===== src/logic/mpp_params.svh =====
// constants for the multiplexed port pin block
`ifndef MPP_PARAMS_SVH
`define MPP_PARAMS_SVH

// ****************************************
// register offsets
// ****************************************
`define MPP_ADDR_PORT_B_OUT 4'h0
`define MPP_ADDR_PORT_B_DIR 4'h1
`define MPP_ADDR_PORT_C_OUT 4'h2
`define MPP_ADDR_PORT_C_DIR 4'h3
`define MPP_ADDR_PORT_C_PU 4'h4
`define MPP_ADDR_PORT_C_MODE 4'h5
`define MPP_ADDR_PORT_D_OUT 4'h6
`define MPP_ADDR_PORT_D_DIR 4'h7
`define MPP_ADDR_PORT_D_MODE 4'h8
`define MPP_ADDR_SHARED_PU 4'h9
`define MPP_ADDR_IRQ_EDGE 4'ha
`define MPP_ADDR_PIN_B 4'hb
`define MPP_ADDR_PIN_C 4'hc
`define MPP_ADDR_PIN_D 4'hd

// ****************************************
// shared pull-up field positions
// ****************************************
`define MPP_SPU_B_BIT 0
`define MPP_SPU_D_BIT 1

// ****************************************
// port c pin sharing positions
// ****************************************
`define MPP_C_SCK 0
`define MPP_C_SO 1
`define MPP_C_SI 2
`define MPP_C_SS 3
`define MPP_C_IRQ0 4
`define MPP_C_TMA 7

// ****************************************
// reset values
// ****************************************
`define MPP_RESET_DIR_ALL_IN 8'hff
`define MPP_RESET_ZERO 8'h00

`endif


===== src/logic/mpp_pkg.sv =====
// types for the multiplexed port pin block
package mpp_pkg;

  // edge selection per external interrupt
  typedef enum logic [1:0] {
    MPP_EDGE_NONE,
    MPP_EDGE_RISE,
    MPP_EDGE_FALL,
    MPP_EDGE_BOTH
  } mpp_edge_type;

  // bus request towards the register file
  typedef struct packed {
    logic [3:0] addr;
    logic [7:0] wdata;
    logic wr;
    logic rd;
  } mpp_bus_type;

  // peripheral signals going out to the pins
  typedef struct packed {
    logic sck_out;
    logic sck_drive;
    logic sdo;
    logic txd;
    logic tma_out;
    logic tmb_out;
    logic buzz;
  } mpp_periph_out_type;

  // whole state of the block
  typedef struct packed {
    logic [5:0] b_out;
    logic [5:0] b_dir;
    logic [7:0] c_out;
    logic [7:0] c_dir;
    logic [7:0] c_pu;
    logic [7:0] c_mode;
    logic [1:0] d_out;
    logic [1:0] d_dir;
    logic [1:0] d_mode;
    logic [1:0] spu;
    logic [5:0] edge_sel;
    logic [5:0] b_s1;
    logic [5:0] b_s2;
    logic [7:0] c_s1;
    logic [7:0] c_s2;
    logic [1:0] d_s1;
    logic [1:0] d_s2;
    logic [2:0] irq_prev;
    logic [2:0] irq;
    logic [7:0] rdata;
  } mpp_state_type;

endpackage


===== src/logic/mpp_ports.sv =====
// multiplexed port pins: ports b, c, d, with peripheral sharing on ports c and d
`timescale 1ns/100ps
`include "mpp_params.svh"

module mpp_ports
  import mpp_pkg::*;
(
  input wire logic clk_in,
  input wire logic rstn_in,
  input wire mpp_bus_type bus_in,
  output logic [7:0] rdata_out,
  input wire logic [5:0] port_b_pins_in,
  output logic [5:0] port_b_pins_out,
  output logic [5:0] port_b_pins_oe_n_out,
  output logic [5:0] port_b_pullup_out,
  input wire logic [7:0] port_c_pins_in,
  output logic [7:0] port_c_pins_out,
  output logic [7:0] port_c_pins_oe_n_out,
  output logic [7:0] port_c_pullup_out,
  input wire logic port_d_pin0_in,
  input wire logic port_d_pin1_in,
  output logic port_d_pin0_out,
  output logic port_d_pin1_out,
  output logic [1:0] port_d_pins_oe_n_out,
  output logic [1:0] port_d_pullup_out,
  input wire mpp_periph_out_type periph_in,
  output logic timer_a_count_clock_in_out,
  output logic timer_b_capture_in_out,
  output logic sync_serial_data_in_out,
  output logic sync_serial_clock_in_out,
  output logic sync_serial_select_in_out,
  output logic async_receive_in_out,
  output logic async_baud_clock_in_out,
  output logic [2:0] ext_irq_out
);

  mpp_state_type state;
  mpp_state_type next_state;
  logic [7:0] c_alt;
  logic [7:0] c_alt_oe;
  logic [1:0] d_alt;
  logic [2:0] irq_now;

  // ****************************************
  // helpers
  // ****************************************

  // edge detect for one interrupt line under a selected mode
  function automatic logic edge_hit(input logic [1:0] sel, input logic prev, input logic now);
    logic rise;
    logic fall;
    rise = now & ~prev;
    fall = prev & ~now;
    case (mpp_edge_type'(sel))
      MPP_EDGE_RISE: edge_hit = rise;
      MPP_EDGE_FALL: edge_hit = fall;
      MPP_EDGE_BOTH: edge_hit = rise | fall;
      default: edge_hit = 1'b0;
    endcase
  endfunction

  // ****************************************
  // peripheral routing
  // ****************************************

  // control-mode drive values and direction overrides per port c bit
  always_comb
  begin
    c_alt = state.c_out;
    c_alt_oe = 8'h00;
    c_alt[`MPP_C_SCK] = periph_in.sck_out;
    c_alt_oe[`MPP_C_SCK] = periph_in.sck_drive;
    // serial out and transmit share one pin; their or-ing is harmless as only one unit runs
    c_alt[`MPP_C_SO] = periph_in.sdo | periph_in.txd;
    c_alt[`MPP_C_TMA] = periph_in.tma_out;
    d_alt[0] = periph_in.tmb_out;
    d_alt[1] = periph_in.buzz;
  end

  // synchronised pin levels always forwarded to peripherals
  assign timer_a_count_clock_in_out = state.c_s2[`MPP_C_TMA];
  assign timer_b_capture_in_out = state.c_s2[`MPP_C_IRQ0 + 2];
  assign sync_serial_data_in_out = state.c_s2[`MPP_C_SI];
  assign sync_serial_clock_in_out = state.c_s2[`MPP_C_SCK];
  assign sync_serial_select_in_out = state.c_s2[`MPP_C_SS];
  assign async_receive_in_out = state.c_s2[`MPP_C_SI];
  assign async_baud_clock_in_out = state.c_s2[`MPP_C_SCK];
  assign irq_now = state.c_s2[`MPP_C_IRQ0 +: 3];

  // ****************************************
  // pin drivers
  // ****************************************

  // direction bits: 1 means input, so oe_n follows the direction bit
  assign port_b_pins_out = state.b_out;
  assign port_b_pins_oe_n_out = state.b_dir;
  assign port_b_pullup_out = state.b_dir & {6{state.spu[`MPP_SPU_B_BIT]}};
  // in control mode the direction bit still rules unless the peripheral forces drive
  assign port_c_pins_out = (state.c_mode & c_alt) | (~state.c_mode & state.c_out);
  assign port_c_pins_oe_n_out = state.c_dir & ~(state.c_mode & c_alt_oe);
  assign port_c_pullup_out = state.c_pu;
  assign port_d_pin0_out = state.d_mode[0] ? d_alt[0] : state.d_out[0];
  assign port_d_pin1_out = state.d_mode[1] ? d_alt[1] : state.d_out[1];
  assign port_d_pins_oe_n_out = state.d_dir;
  assign port_d_pullup_out = state.d_dir & {2{state.spu[`MPP_SPU_D_BIT]}};
  assign ext_irq_out = state.irq;
  assign rdata_out = state.rdata;

  // ****************************************
  // next state
  // ****************************************

  // register writes, reads, synchronisers and edge detection
  always_comb
  begin
    next_state = state;
    next_state.b_s1 = port_b_pins_in;
    next_state.b_s2 = state.b_s1;
    next_state.c_s1 = port_c_pins_in;
    next_state.c_s2 = state.c_s1;
    next_state.d_s1 = {port_d_pin1_in, port_d_pin0_in};
    next_state.d_s2 = state.d_s1;
    next_state.irq_prev = irq_now;
    // one-cycle request pulse, only on pins handed to control mode
    for (int i = 0; i < 3; i++)
    begin
      next_state.irq[i] = state.c_mode[`MPP_C_IRQ0 + i]
        & edge_hit(state.edge_sel[2*i +: 2], state.irq_prev[i], irq_now[i]);
    end
    if (bus_in.wr)
    begin
      if (bus_in.addr == `MPP_ADDR_PORT_B_OUT)
        next_state.b_out = bus_in.wdata[5:0];
      else if (bus_in.addr == `MPP_ADDR_PORT_B_DIR)
        next_state.b_dir = bus_in.wdata[5:0];
      else if (bus_in.addr == `MPP_ADDR_PORT_C_OUT)
        next_state.c_out = bus_in.wdata;
      else if (bus_in.addr == `MPP_ADDR_PORT_C_DIR)
        next_state.c_dir = bus_in.wdata;
      else if (bus_in.addr == `MPP_ADDR_PORT_C_PU)
        next_state.c_pu = bus_in.wdata;
      else if (bus_in.addr == `MPP_ADDR_PORT_C_MODE)
        next_state.c_mode = bus_in.wdata;
      else if (bus_in.addr == `MPP_ADDR_PORT_D_OUT)
        next_state.d_out = bus_in.wdata[1:0];
      else if (bus_in.addr == `MPP_ADDR_PORT_D_DIR)
        next_state.d_dir = bus_in.wdata[1:0];
      else if (bus_in.addr == `MPP_ADDR_PORT_D_MODE)
        next_state.d_mode = bus_in.wdata[1:0];
      else if (bus_in.addr == `MPP_ADDR_SHARED_PU)
        next_state.spu = bus_in.wdata[1:0];
      else if (bus_in.addr == `MPP_ADDR_IRQ_EDGE)
        next_state.edge_sel = bus_in.wdata[5:0];
    end
    next_state.rdata = 8'h00;
    if (bus_in.rd)
    begin
      if (bus_in.addr == `MPP_ADDR_PORT_B_OUT)
        next_state.rdata = {2'h0, state.b_out};
      else if (bus_in.addr == `MPP_ADDR_PORT_B_DIR)
        next_state.rdata = {2'h0, state.b_dir};
      else if (bus_in.addr == `MPP_ADDR_PORT_C_OUT)
        next_state.rdata = state.c_out;
      else if (bus_in.addr == `MPP_ADDR_PORT_C_DIR)
        next_state.rdata = state.c_dir;
      else if (bus_in.addr == `MPP_ADDR_PORT_C_PU)
        next_state.rdata = state.c_pu;
      else if (bus_in.addr == `MPP_ADDR_PORT_C_MODE)
        next_state.rdata = state.c_mode;
      else if (bus_in.addr == `MPP_ADDR_PORT_D_OUT)
        next_state.rdata = {6'h00, state.d_out};
      else if (bus_in.addr == `MPP_ADDR_PORT_D_DIR)
        next_state.rdata = {6'h00, state.d_dir};
      else if (bus_in.addr == `MPP_ADDR_PORT_D_MODE)
        next_state.rdata = {6'h00, state.d_mode};
      else if (bus_in.addr == `MPP_ADDR_SHARED_PU)
        next_state.rdata = {6'h00, state.spu};
      else if (bus_in.addr == `MPP_ADDR_IRQ_EDGE)
        next_state.rdata = {2'h0, state.edge_sel};
      else if (bus_in.addr == `MPP_ADDR_PIN_B)
        next_state.rdata = {2'h0, state.b_s2};
      else if (bus_in.addr == `MPP_ADDR_PIN_C)
        next_state.rdata = state.c_s2;
      else if (bus_in.addr == `MPP_ADDR_PIN_D)
        next_state.rdata = {6'h00, state.d_s2};
      else
        next_state.rdata = 8'h00;
    end
  end

  // ****************************************
  // state register
  // ****************************************

  // all pins inputs, pull-ups and control mode off at reset
  always_ff @(posedge clk_in or negedge rstn_in)
  begin
    if (!rstn_in)
    begin
      state <= '0;
      state.b_dir <= 6'(`MPP_RESET_DIR_ALL_IN);
      state.c_dir <= `MPP_RESET_DIR_ALL_IN;
      state.d_dir <= 2'h3;
    end
    else
      state <= next_state;
  end

endmodule


===== config.mk =====
export PLATFORM = sky130hd
export DESIGN_NAME = mpp_ports
export DESIGN_NICKNAME = d
export VERILOG_FILES = /design/src/logic/mpp_pkg.sv /design/src/logic/mpp_ports.sv
export VERILOG_INCLUDE_DIRS = /design/src /design/src/logic
export SDC_FILE = /design/constraint.sdc
export NUM_CORES = 1
export LEC_CHECK = 0
export BUFFER_PORTS_ARGS = -buffer_cell sky130_fd_sc_hd__buf_2
export CAP_MARGIN = 5
export CORE_MARGIN = 1.5
export CORE_UTILIZATION = 40
export DETAILED_ROUTE_END_ITERATION = 6
export HOLD_SLACK_MARGIN = 0.03
export RECOVER_POWER = 100
export SYNTH_ARGS = -nofsm -noshare
export SYNTH_HDL_FRONTEND = slang
export SYNTH_SLANG_ARGS = --single-unit
export TNS_END_PERCENT = 30

===== constraint.sdc =====
create_clock -name clk_in -period 1.95 [get_ports clk_in]
set_clock_uncertainty 0.2 [all_clocks]
set_input_delay 0.39 -clock clk_in [delete_from_list [all_inputs] [get_ports clk_in]]
set_output_delay 0.39 -clock clk_in [all_outputs]
set_load 0.02 [all_outputs]

**Yosys cells after proc, flatten, opt, wreduce, memory -nomap -nowiden**

Cells that the tools add are included.

- Output and inout bits: 66
- Register bits after elaboration: 104

- Eq/ne operators: 22
- Reduce and logical (&&, ||, !) cells: 12
- Muxes and demuxes: 20
- Bitwise gates (word level): 38

Operator list:

| operator | number |
|---|---|
| 8-bit two-way mux | 14 |
| 8-bit AND | 3 |
| 4-bit equality test (second input constant) | 6 |
| 4-bit by 3-bit equality test with 1-bit output (second input constant) | 4 |
| 1-bit inverter | 16 |
| 8-bit inverter | 2 |
| 2-bit equality test (second input constant) | 6 |
| 12-bit AND reduction | 1 |
| 11-bit AND reduction | 1 |
| 10-bit AND reduction | 1 |
| 1-bit AND | 9 |
| 1-bit one-hot mux with 3 select lines | 3 |
| 9-bit AND reduction | 1 |
| 8-bit by 1-bit AND with 8-bit output | 1 |
| 4-bit by 2-bit equality test with 1-bit output (second input constant) | 2 |
| 8-bit bitwise OR | 1 |
| 8-bit AND reduction | 1 |
| 7-bit AND reduction | 1 |
| 6-bit AND | 1 |
| 2-bit by 1-bit equality test with 1-bit output (second input constant) | 3 |
| 6-bit AND reduction | 1 |
| 5-bit AND reduction | 1 |
| 4-bit by 1-bit equality test with 1-bit output (second input constant) | 1 |
| 4-bit logical NOT | 1 |
| 7 further kinds | 11 |

**Logic depth before layout (Yosys ltp)**

Gate-level depths: netlist of the first run.

- Word-level depth: 16
- Gate-level depth with buffers: 7

**Worst setup path before layout of the first run**

OpenSTA, ideal clock, no wires.

- Kind: input to register
- From: in bus_in[12] in the netlist's numbering
- To: reg state[62] in the netlist's numbering
- Arrival: 1.440 ns
- Setup time: 0.125 ns
- Stages: 6
- Required time: 1.625 ns
- Path slack: 0.186 ns
- Path buffers: 1
- Path through: buf_4 > inv_2 > nor2_1 > nand2_1 > nor2_4 > mux2_2

- Longest elaborated chain between the ends: 3
- Elaborated cells on any way between the ends: 12
- Classes of those cells: eq/ne: 5; bitwise: 5; reduce/logical: 2

Ends and longest elaborated chain:

| item | RTL line | RTL |
|---|---|---|
| from (decl) | mpp_ports.sv:10 | `input wire mpp_bus_type bus_in,` |
| 4-bit by 3-bit equality test with 1-bit output (no source line), or another cell as far along | -- |  |
| 1-bit inverter (no source line) | -- |  |
| 7-bit AND reduction (no source line) (*) | -- |  |
| to (signal assigned) | mpp_ports.sv:206 | `state <= next_state;` |
| to (decl) | mpp_ports.sv:37 | `mpp_state_type state;` |

Every way passes the cells marked *; elsewhere a longest branch is shown, timed or not.
A chain may end at the register's enable or synchronous reset.

**Worst setup path after layout of the first run**

- From: reg state, in the netlist port_d_pins_oe_n_out[0]
- To: out port_d_pullup_out[0]

- Longest elaborated chain between the ends: 1

Ends and longest elaborated chain:

| item | RTL line | RTL |
|---|---|---|
| 2-bit AND | mpp_ports.sv:105 | `` assign port_d_pullup_out = state.d_dir & {2{state.spu[`MPP_SPU_D_BIT]}}; `` |
| to (decl) | mpp_ports.sv:25 | `output logic [1:0] port_d_pullup_out,` |

Every way passes these cells.

==> results of run 1 <==
-- cell usage in the layout (no fill, tap or decap), types with 4 or more instances in the layout --
| cell type | instances |
|---|---|
| nor2b_1 | 8 |
| clkbuf_2 | 6 |
| buf_4 | 16 |
| ha_1 | 6 |
| and2_1 | 8 |
| mux2i_1 | 14 |
| dfstp_2 | 12 |
| mux2_2 | 31 |
| dfstp_1 | 4 |
| buf_2 | 40 |
| clkbuf_1 | 66 |
| dlygate4sd3_1 | 17 |
| o21ai_0 | 10 |
| buf_12 | 4 |
| clkbuf_16 | 9 |
| o211ai_1 | 4 |
| nand2_1 | 14 |
| mux2_1 | 31 |
| nor2_1 | 24 |
| o22ai_1 | 5 |
| dfrtp_1 | 88 |
| a21oi_1 | 19 |
| inv_1 | 12 |
-- layout make-up --
class,count,area (um^2),area share (%)
well taps,147,184,3.22
clock inverters,3,27.5,0.482
flip-flops and latches,104,2620,45.9
repair buffers,148,852,14.9
inverters,13,48.8,0.855
clock buffers,13,250,4.38
multi-input cells,219,1730,30.2
-- worst register-to-register path: stages (launching register included) --
cell      delay (ps)
dfrtp_1          400
mux4_2           470
nand2b_1          90
o211ai_1         110
nand4_1          110
o22ai_1           80
-- sequential cells by signal, indices dropped and copies added (netlist names) --
name / cells
port_b_pins_out: 6
sync_serial_select_in_out: 1
c_alt: 5
ext_irq_out: 3
port_b_pins_oe_n_out: 6
async_baud_clock_in_out: 1
port_c_pullup_out: 8
state: 43
irq_now: 2
timer_b_capture_in_out: 1
async_receive_in_out: 1
timer_a_count_clock_in_out: 1
next_state: 16
port_d_pins_oe_n_out: 2
rdata_out: 8
-- layer usage --
| metal | share of wire, % | up-vias | GRT usage [%] |
|---|---|---|---|
| met3 | 4.3 | 13 | 2.92 |
| li1 | - | 1539 | - |
| met4 | 1.6 | 0 | 6.75 |
| met5 | 0 | - | 0 |
| met1 | 48 | 1586 | 24.5 |
| met2 | 47 | 95 | 29.0 |
-- repair_timing --
item	4_1_cts	5_1_grt
hold buffers	17	0
endpoints found under the hold margin	37	0
setup buffers	0	0
-- through the flow --
step / setup slack [ps] / total power (W)
CTS: 110 / 0.00594
floorplan: 186 / 0.00388
global placement: 33.6 / 0.00420
detailed placement: 0.882 / 0.00423
finish: 107 / 0.00582
global route: 55.8 / 0.00612
-- logic make-up after synthesis --
group                    Yosys count
flip-flops                       104
buffers and inverters             74
AO/OA/AOI/OAI                     61
adder cells (fa/ha/maj)            6
AND/OR/NAND/NOR                   75
multiplexers                      77
-- power by group through the flow --
stage | sequential [W] | clock (W) | combinational, W
floorplan | 0.00277 | 0 | 0.00111
global placement | 0.00288 | 0 | 0.00132
detailed placement | 0.00289 | 0 | 0.00134
CTS | 0.00285 | 0.00172 | 0.00137
global route | 0.00289 | 0.00183 | 0.00140
finish | 0.00285 | 0.00169 | 0.00128
-- final timing paths --
path,from,to,slack (ps),cells after the start
setup / recovery,port_d_pins_oe_n_out[0],port_d_pullup_out[0],110,2
hold / removal,bus_in[9],state[91],100,2
setup reg to reg,state[53],rdata_out[1],380,5
hold reg to reg,next_state[24],timer_b_capture_in_out,150,0
max in group asynchronous,rstn_in,state[76],280,3
min in group asynchronous,rstn_in,state[91],520,2
==> results.py, run 1 <==
metrics = {
    "global_routing": {
        "grt_max_degree": 33,
        "grt.overflow.total": 0,
        "grt_pass1_vias": 3279,
        "grtUsageTotal_pct": 17.9,
        "antenna_found_initial": 0,
        "grt_first_pass_wirelength_mm": 17.8,
    },
    "setup_path": {
        "required_ps": 1360,
        "slowest_stage": "dfstp_2",
        "endpoint_kind": "primary output",
        "arrival_ps": 1250,
        "crit_fanout": 4,
        "path_class": "flip-flop to primary output",
        "worst-path-buf-inv": 1,
        "crit_family": "flip-flops",
        "slowest_delay_ps": 560,
        "critPathLaunchType": "flip-flop",
        "crit_chain": "and2_1 > clkbuf_1",
    },
    "power": {
        "p_seq_share_pct": 48.9,
        "p_int_w": 0.00399,
        "power.density_mw_per_mm2": 1020,
        "p_sw_w": 0.00183,
        "p_sw_share_pct": 31.4,
        "pwr-share-comb_pct": 22.1,
        "ir_drop_mv": 0.441,
        "p_leak_nw": 2.53,
        "p_clk_share_pct": 29.0,
    },
    "timing": {
        "hold_violations": 0,
        "setup_violations": 0,
        "fin_crit_ps": 1840,
        "whs_ps": 96.2,
        "slew_headroom_pct": 38.0,
        "rsz0062_at_grt": "false",
        "worst_pin_slew_ps": 930,
        "setup_tns_ps": 0,
        "finalMaxSlewViolations": 0,
        "fin_crit_sh_pct": 94.5,
        "fmax_mhz": 543,
    },
    "layout": {
        "nFillCells": 1110,
        "drive_gt1_share_pct": 26.6,
        "fin_nets": 540,
        "fin_area_mm2": 0.00571,
        "stdcell_count": 647,
        "finish.utilization_pct": 47.7,
        "synthToLayoutAreaGrowth_pct": 17.1,
        "antennaDiodeCount": 0,
    },
    "yosys": {
        "muxShareOfSynthArea_pct": 17.7,
        "synth_area_per_cell_um2": 12.3,
        "synth_xor_xnor_area_share_pct": 0,
        "yosysSeqAreaShare_pct": 53.8,
        "synth-edff-count": 0,
        "synth_commonest_cells": "dfrtp_1, buf_4, mux2_1, mux2_2, nor2_1",
        "syn-num-nets": 442,
        "synth.top_cell.area_share_pct": 45.2,
        "synth_most_common_cell": "dfrtp_1",
        "yosys.area_share.adder_pct": 1.54,
        "yosys-top-cells-area": "dfrtp_1, dfstp_2, buf_4",
        "yosys.area_share.simple_pct": 9.08,
        "ys_seq_elements": 104,
        "synth_top_area_cell": "dfrtp_1",
        "synth_flop_cell": "dfrtp_1",
        "yosysWarnings": 0,
        "syn_area_mm2": 0.00488,
        "synth_top_family_by_area": "multiplexers",
        "syn_inst": 397,
        "synth_compound_area_share_pct": 8.13,
        "postSynth.asyncResetShare_pct": 100,
        "synth.distinct_cells": 51,
    },
    "run": {
        "drv_cap": 0,
    },
    "route": {
        "first_iter_violations": 93,
        "drc": 0,
        "viasPerCell": 5.00,
        "wl_per_cell_um": 16.9,
        "wirelength_mm": 11.0,
        "num_vias": 3233,
        "dr.pass1.iters": 5,
        "drtAntennaViolNets": 0,
    },
    "placement": {
        "dp_hpwl_mm": 8.29,
        "gp_congestion": 0.829,
        "io_buffers": 104,
        "placed_area_mm2": 0.00542,
        "place_inst": 614,
    },
    "die": {
        "fp.dieW_um": 113,
        "die_y_um": 113,
        "ios": 105,
        "dieArea_mm2": 0.0129,
        "start_util_pct": 40.8,
        "rows": 40,
        "coreArea_mm2": 0.0120,
    },
    "clock_network": {
        "cts_tree": "built",
        "h-tree-depth": 3,
        "clockRootBuffer": "clkbuf_16",
        "cts_resized": 0,
        "clk_path_buf_depth": 2,
        "clk-insertion-delay-late_ps": 340,
        "cts_sinks": 104,
        "cts_buffers": 9,
        "path_clk_slew_ps": 70,
    },
    "status": {
        "status": "finished clean",
    },
    "min_path": {
        "worst_hold_path_type": "input pin to flip-flop",
    },
}
(Power assumes the default switching activity.)
==> inputs of run 2 (changes only) <==
- ABC_AREA: unset -> 1
==> results.py, run 2 <==
metrics = {
    "status": {
        "status": "finished clean",
    },
    "setup_path": {
        "slowest_stage": "dfrtp_1",
        "critPathLaunchType": "flip-flop",
        "path_class": "flip-flop to primary output",
        "endpoint_kind": "primary output",
        "crit_chain": "mux2_2 > clkbuf_2",
        "required_ps": 1360,
        "slowest_delay_ps": 440,
        "arrival_ps": 1280,
        "crit_fanout": 4,
    },
    "route": {
        "wl_per_cell_um": 14.0,
        "dr_wl_met3_um": 559,
        "m1WireLength_mm": 4.93,
        "drc": 0,
        "dr.pass1.iters": 5,
        "wirelength_mm": 10.6,
        "drtAntennaViolNets": 0,
        "highest_layer": "met4",
        "num_vias": 3588,
        "viasPerCell": 4.76,
        "wl_met2_mm": 4.91,
        "first_iter_violations": 184,
    },
    "clock_network": {
        "clk-insertion-delay-late_ps": 340,
        "path_clk_slew_ps": 70,
        "clk_path_buf_depth": 2,
        "cts_buffers": 9,
        "cts_sinks": 104,
        "cts_setup_buffers": 0,
        "h-tree-depth": 3,
        "cts.hold.buffers_added": 17,
        "cts_resized": 0,
        "clockRootBuffer": "clkbuf_16",
        "cts_tree": "built",
    },
    "die": {
        "fp.dieW_um": 111,
        "die_y_um": 111,
        "coreArea_mm2": 0.0114,
        "dieArea_mm2": 0.0123,
        "rows": 39,
        "start_util_pct": 40.9,
        "ios": 105,
    },
    "layout": {
        "fin_area_mm2": 0.00547,
        "antennaDiodeCount": 0,
        "stdcell_count": 754,
        "synthToLayoutAreaGrowth_pct": 17.6,
        "largest_reg_flops": 43,
        "nFillCells": 1131,
        "final_common_cell": "nand2_1",
        "top_register": "state",
        "fin_nets": 651,
        "drive_gt1_share_pct": 15.9,
        "layout_common_cells": "nand2_1, dfrtp_1, o21ai_0",
    },
    "power": {
        "total_power_w": 0.00567,
        "ir_drop_mv": 0.554,
        "p_leak_nw": 2.64,
        "power.density_mw_per_mm2": 1040,
    },
    "run": {
        "drv_cap": 0,
    },
    "yosys": {
        "syn_area_mm2": 0.00465,
        "yosysWarnings": 0,
        "yosys-top-cells-area": "dfrtp_1, nand2_1, dfstp_2",
        "synth.distinct_cells": 31,
        "postSynth.asyncResetShare_pct": 100,
        "synth_most_common_cell": "nand2_1",
        "yosysSeqAreaShare_pct": 56.4,
        "synth_flop_cell": "dfrtp_1",
        "syn-num-nets": 563,
        "synth-edff-count": 0,
        "synth_commonest_cells": "nand2_1, dfrtp_1, o21ai_0",
        "syn_inst": 518,
        "ys_seq_elements": 104,
        "synth.top_cell.area_share_pct": 47.4,
        "synth_top_area_cell": "dfrtp_1",
        "synth_area_per_cell_um2": 8.97,
    },
    "placement": {
        "dp_hpwl_mm": 7.90,
        "io_buffers": 104,
        "place_inst": 721,
        "gp_congestion": 0.885,
        "placed_area_mm2": 0.00510,
    },
    "global_routing": {
        "antenna_found_initial": 0,
        "grt_max_degree": 74,
        "grt_pass1_vias": 3451,
        "grt.overflow.total": 0,
        "grtUsageTotal_pct": 18.0,
        "grt_first_pass_wirelength_mm": 17.6,
    },
    "timing": {
        "fmax_mhz": 533,
        "hold_violations": 0,
        "fin_crit_sh_pct": 96.1,
        "rsz0062_at_grt": "false",
        "setup_violations": 0,
        "worst_pin_slew_ps": 976,
        "fin_crit_ps": 1870,
        "slew_headroom_pct": 34.9,
        "finalMaxSlewViolations": 0,
    },
    "min_path": {
        "worst_hold_path_type": "flip-flop to flip-flop",
    },
}
run 2: changes by cell type in the layout (fill, tap and decap cells not counted), sizes merged, moves of 5 or more:
| cell | before | now |
|---|---|---|
| nand2 | 16 | 124 |
| o21ai | 10 | 74 |
| mux2 | 62 | 2 |
| inv | 14 | 60 |
| buf | 60 | 45 |
| mux2i | 14 | 0 |
| nand3 | 3 | 12 |
| and2 | 8 | 0 |
| nor2b | 8 | 0 |
| a21oi | 19 | 14 |
| or2 | 1 | 6 |
run 2: cells by family (layout without fill, tap and decap cells):
group | Yosys count | in the layout | synth area share, %
AO/OA/AOI/OAI | 109 | 109 | 12.7
adder cells (fa/ha/maj) | 6 | 6 | 1.62
buffers and inverters | 120 | 213 | 13.1
flip-flops | 104 | 104 | 56.4
multiplexers | 2 | 2 | 0.485
AND/OR/NAND/NOR | 177 | 177 | 15.6
run 2: per-stage QoR:
stage	hold WS, ps	setup WS (ps)	utilization [%]	setup TNS (ps)
final	149	75.4	48.1	0
after CTS	141	81.6	49.2	0
after global placement	132	-48.9	44.9	-48.9
after floorplan	-106	304	-	0
after global routing	149	16.7	48.1	0
after detailed placement	135	-38.9	44.9	-69.6
run 2: cell type report:
cell class              instances  area [um^2]  area share, %
clock buffers                  12          267           4.88
inverters                      61          229           4.19
repair buffers                136          713           13.0
clock inverters                 4         51.3          0.938
flip-flops and latches        104         2620           48.0
well taps                     143          179           3.27
multi-input cells             294         1410           25.7
run 2: metal layers:
layer / global-route usage, % / vias to the layer above
met2: 28.4 / 115
met5: 0 / -
met4: 5.56 / 0
met3: 3.77 / 13
li1: - / 1788
met1: 25.1 / 1672
run 2: final timing paths:
kind / slack (ps) / endpoint / cells after the start / startpoint
setup / recovery: 80 / port_c_pins_out[0] / 2 / state[60]
hold / removal: 150 / async_baud_clock_in_out / 0 / next_state[18]
setup reg to reg: 370 / rdata_out[0] / 10 / state[52]
hold reg to reg: 150 / async_baud_clock_in_out / 0 / next_state[18]
max in group asynchronous: 250 / state[64] / 3 / rstn_in
min in group asynchronous: 550 / next_state[20] / 3 / rstn_in
run 2: where the power goes:
part / switching (W) / leakage [nW] / internal (W)
Combinational: 0.000683 / 1.23 / 0.000339
Clock: 0.000758 / 0.155 / 0.00110
Sequential: 0.000276 / 1.26 / 0.00251
Total: 0.00172 / 2.64 / 0.00395
run 2: critical path, delay by kind of cell (launching register included):
kind	cells	cell delay, ps
flops	1	440
mux	1	350
buf+inv	1	150
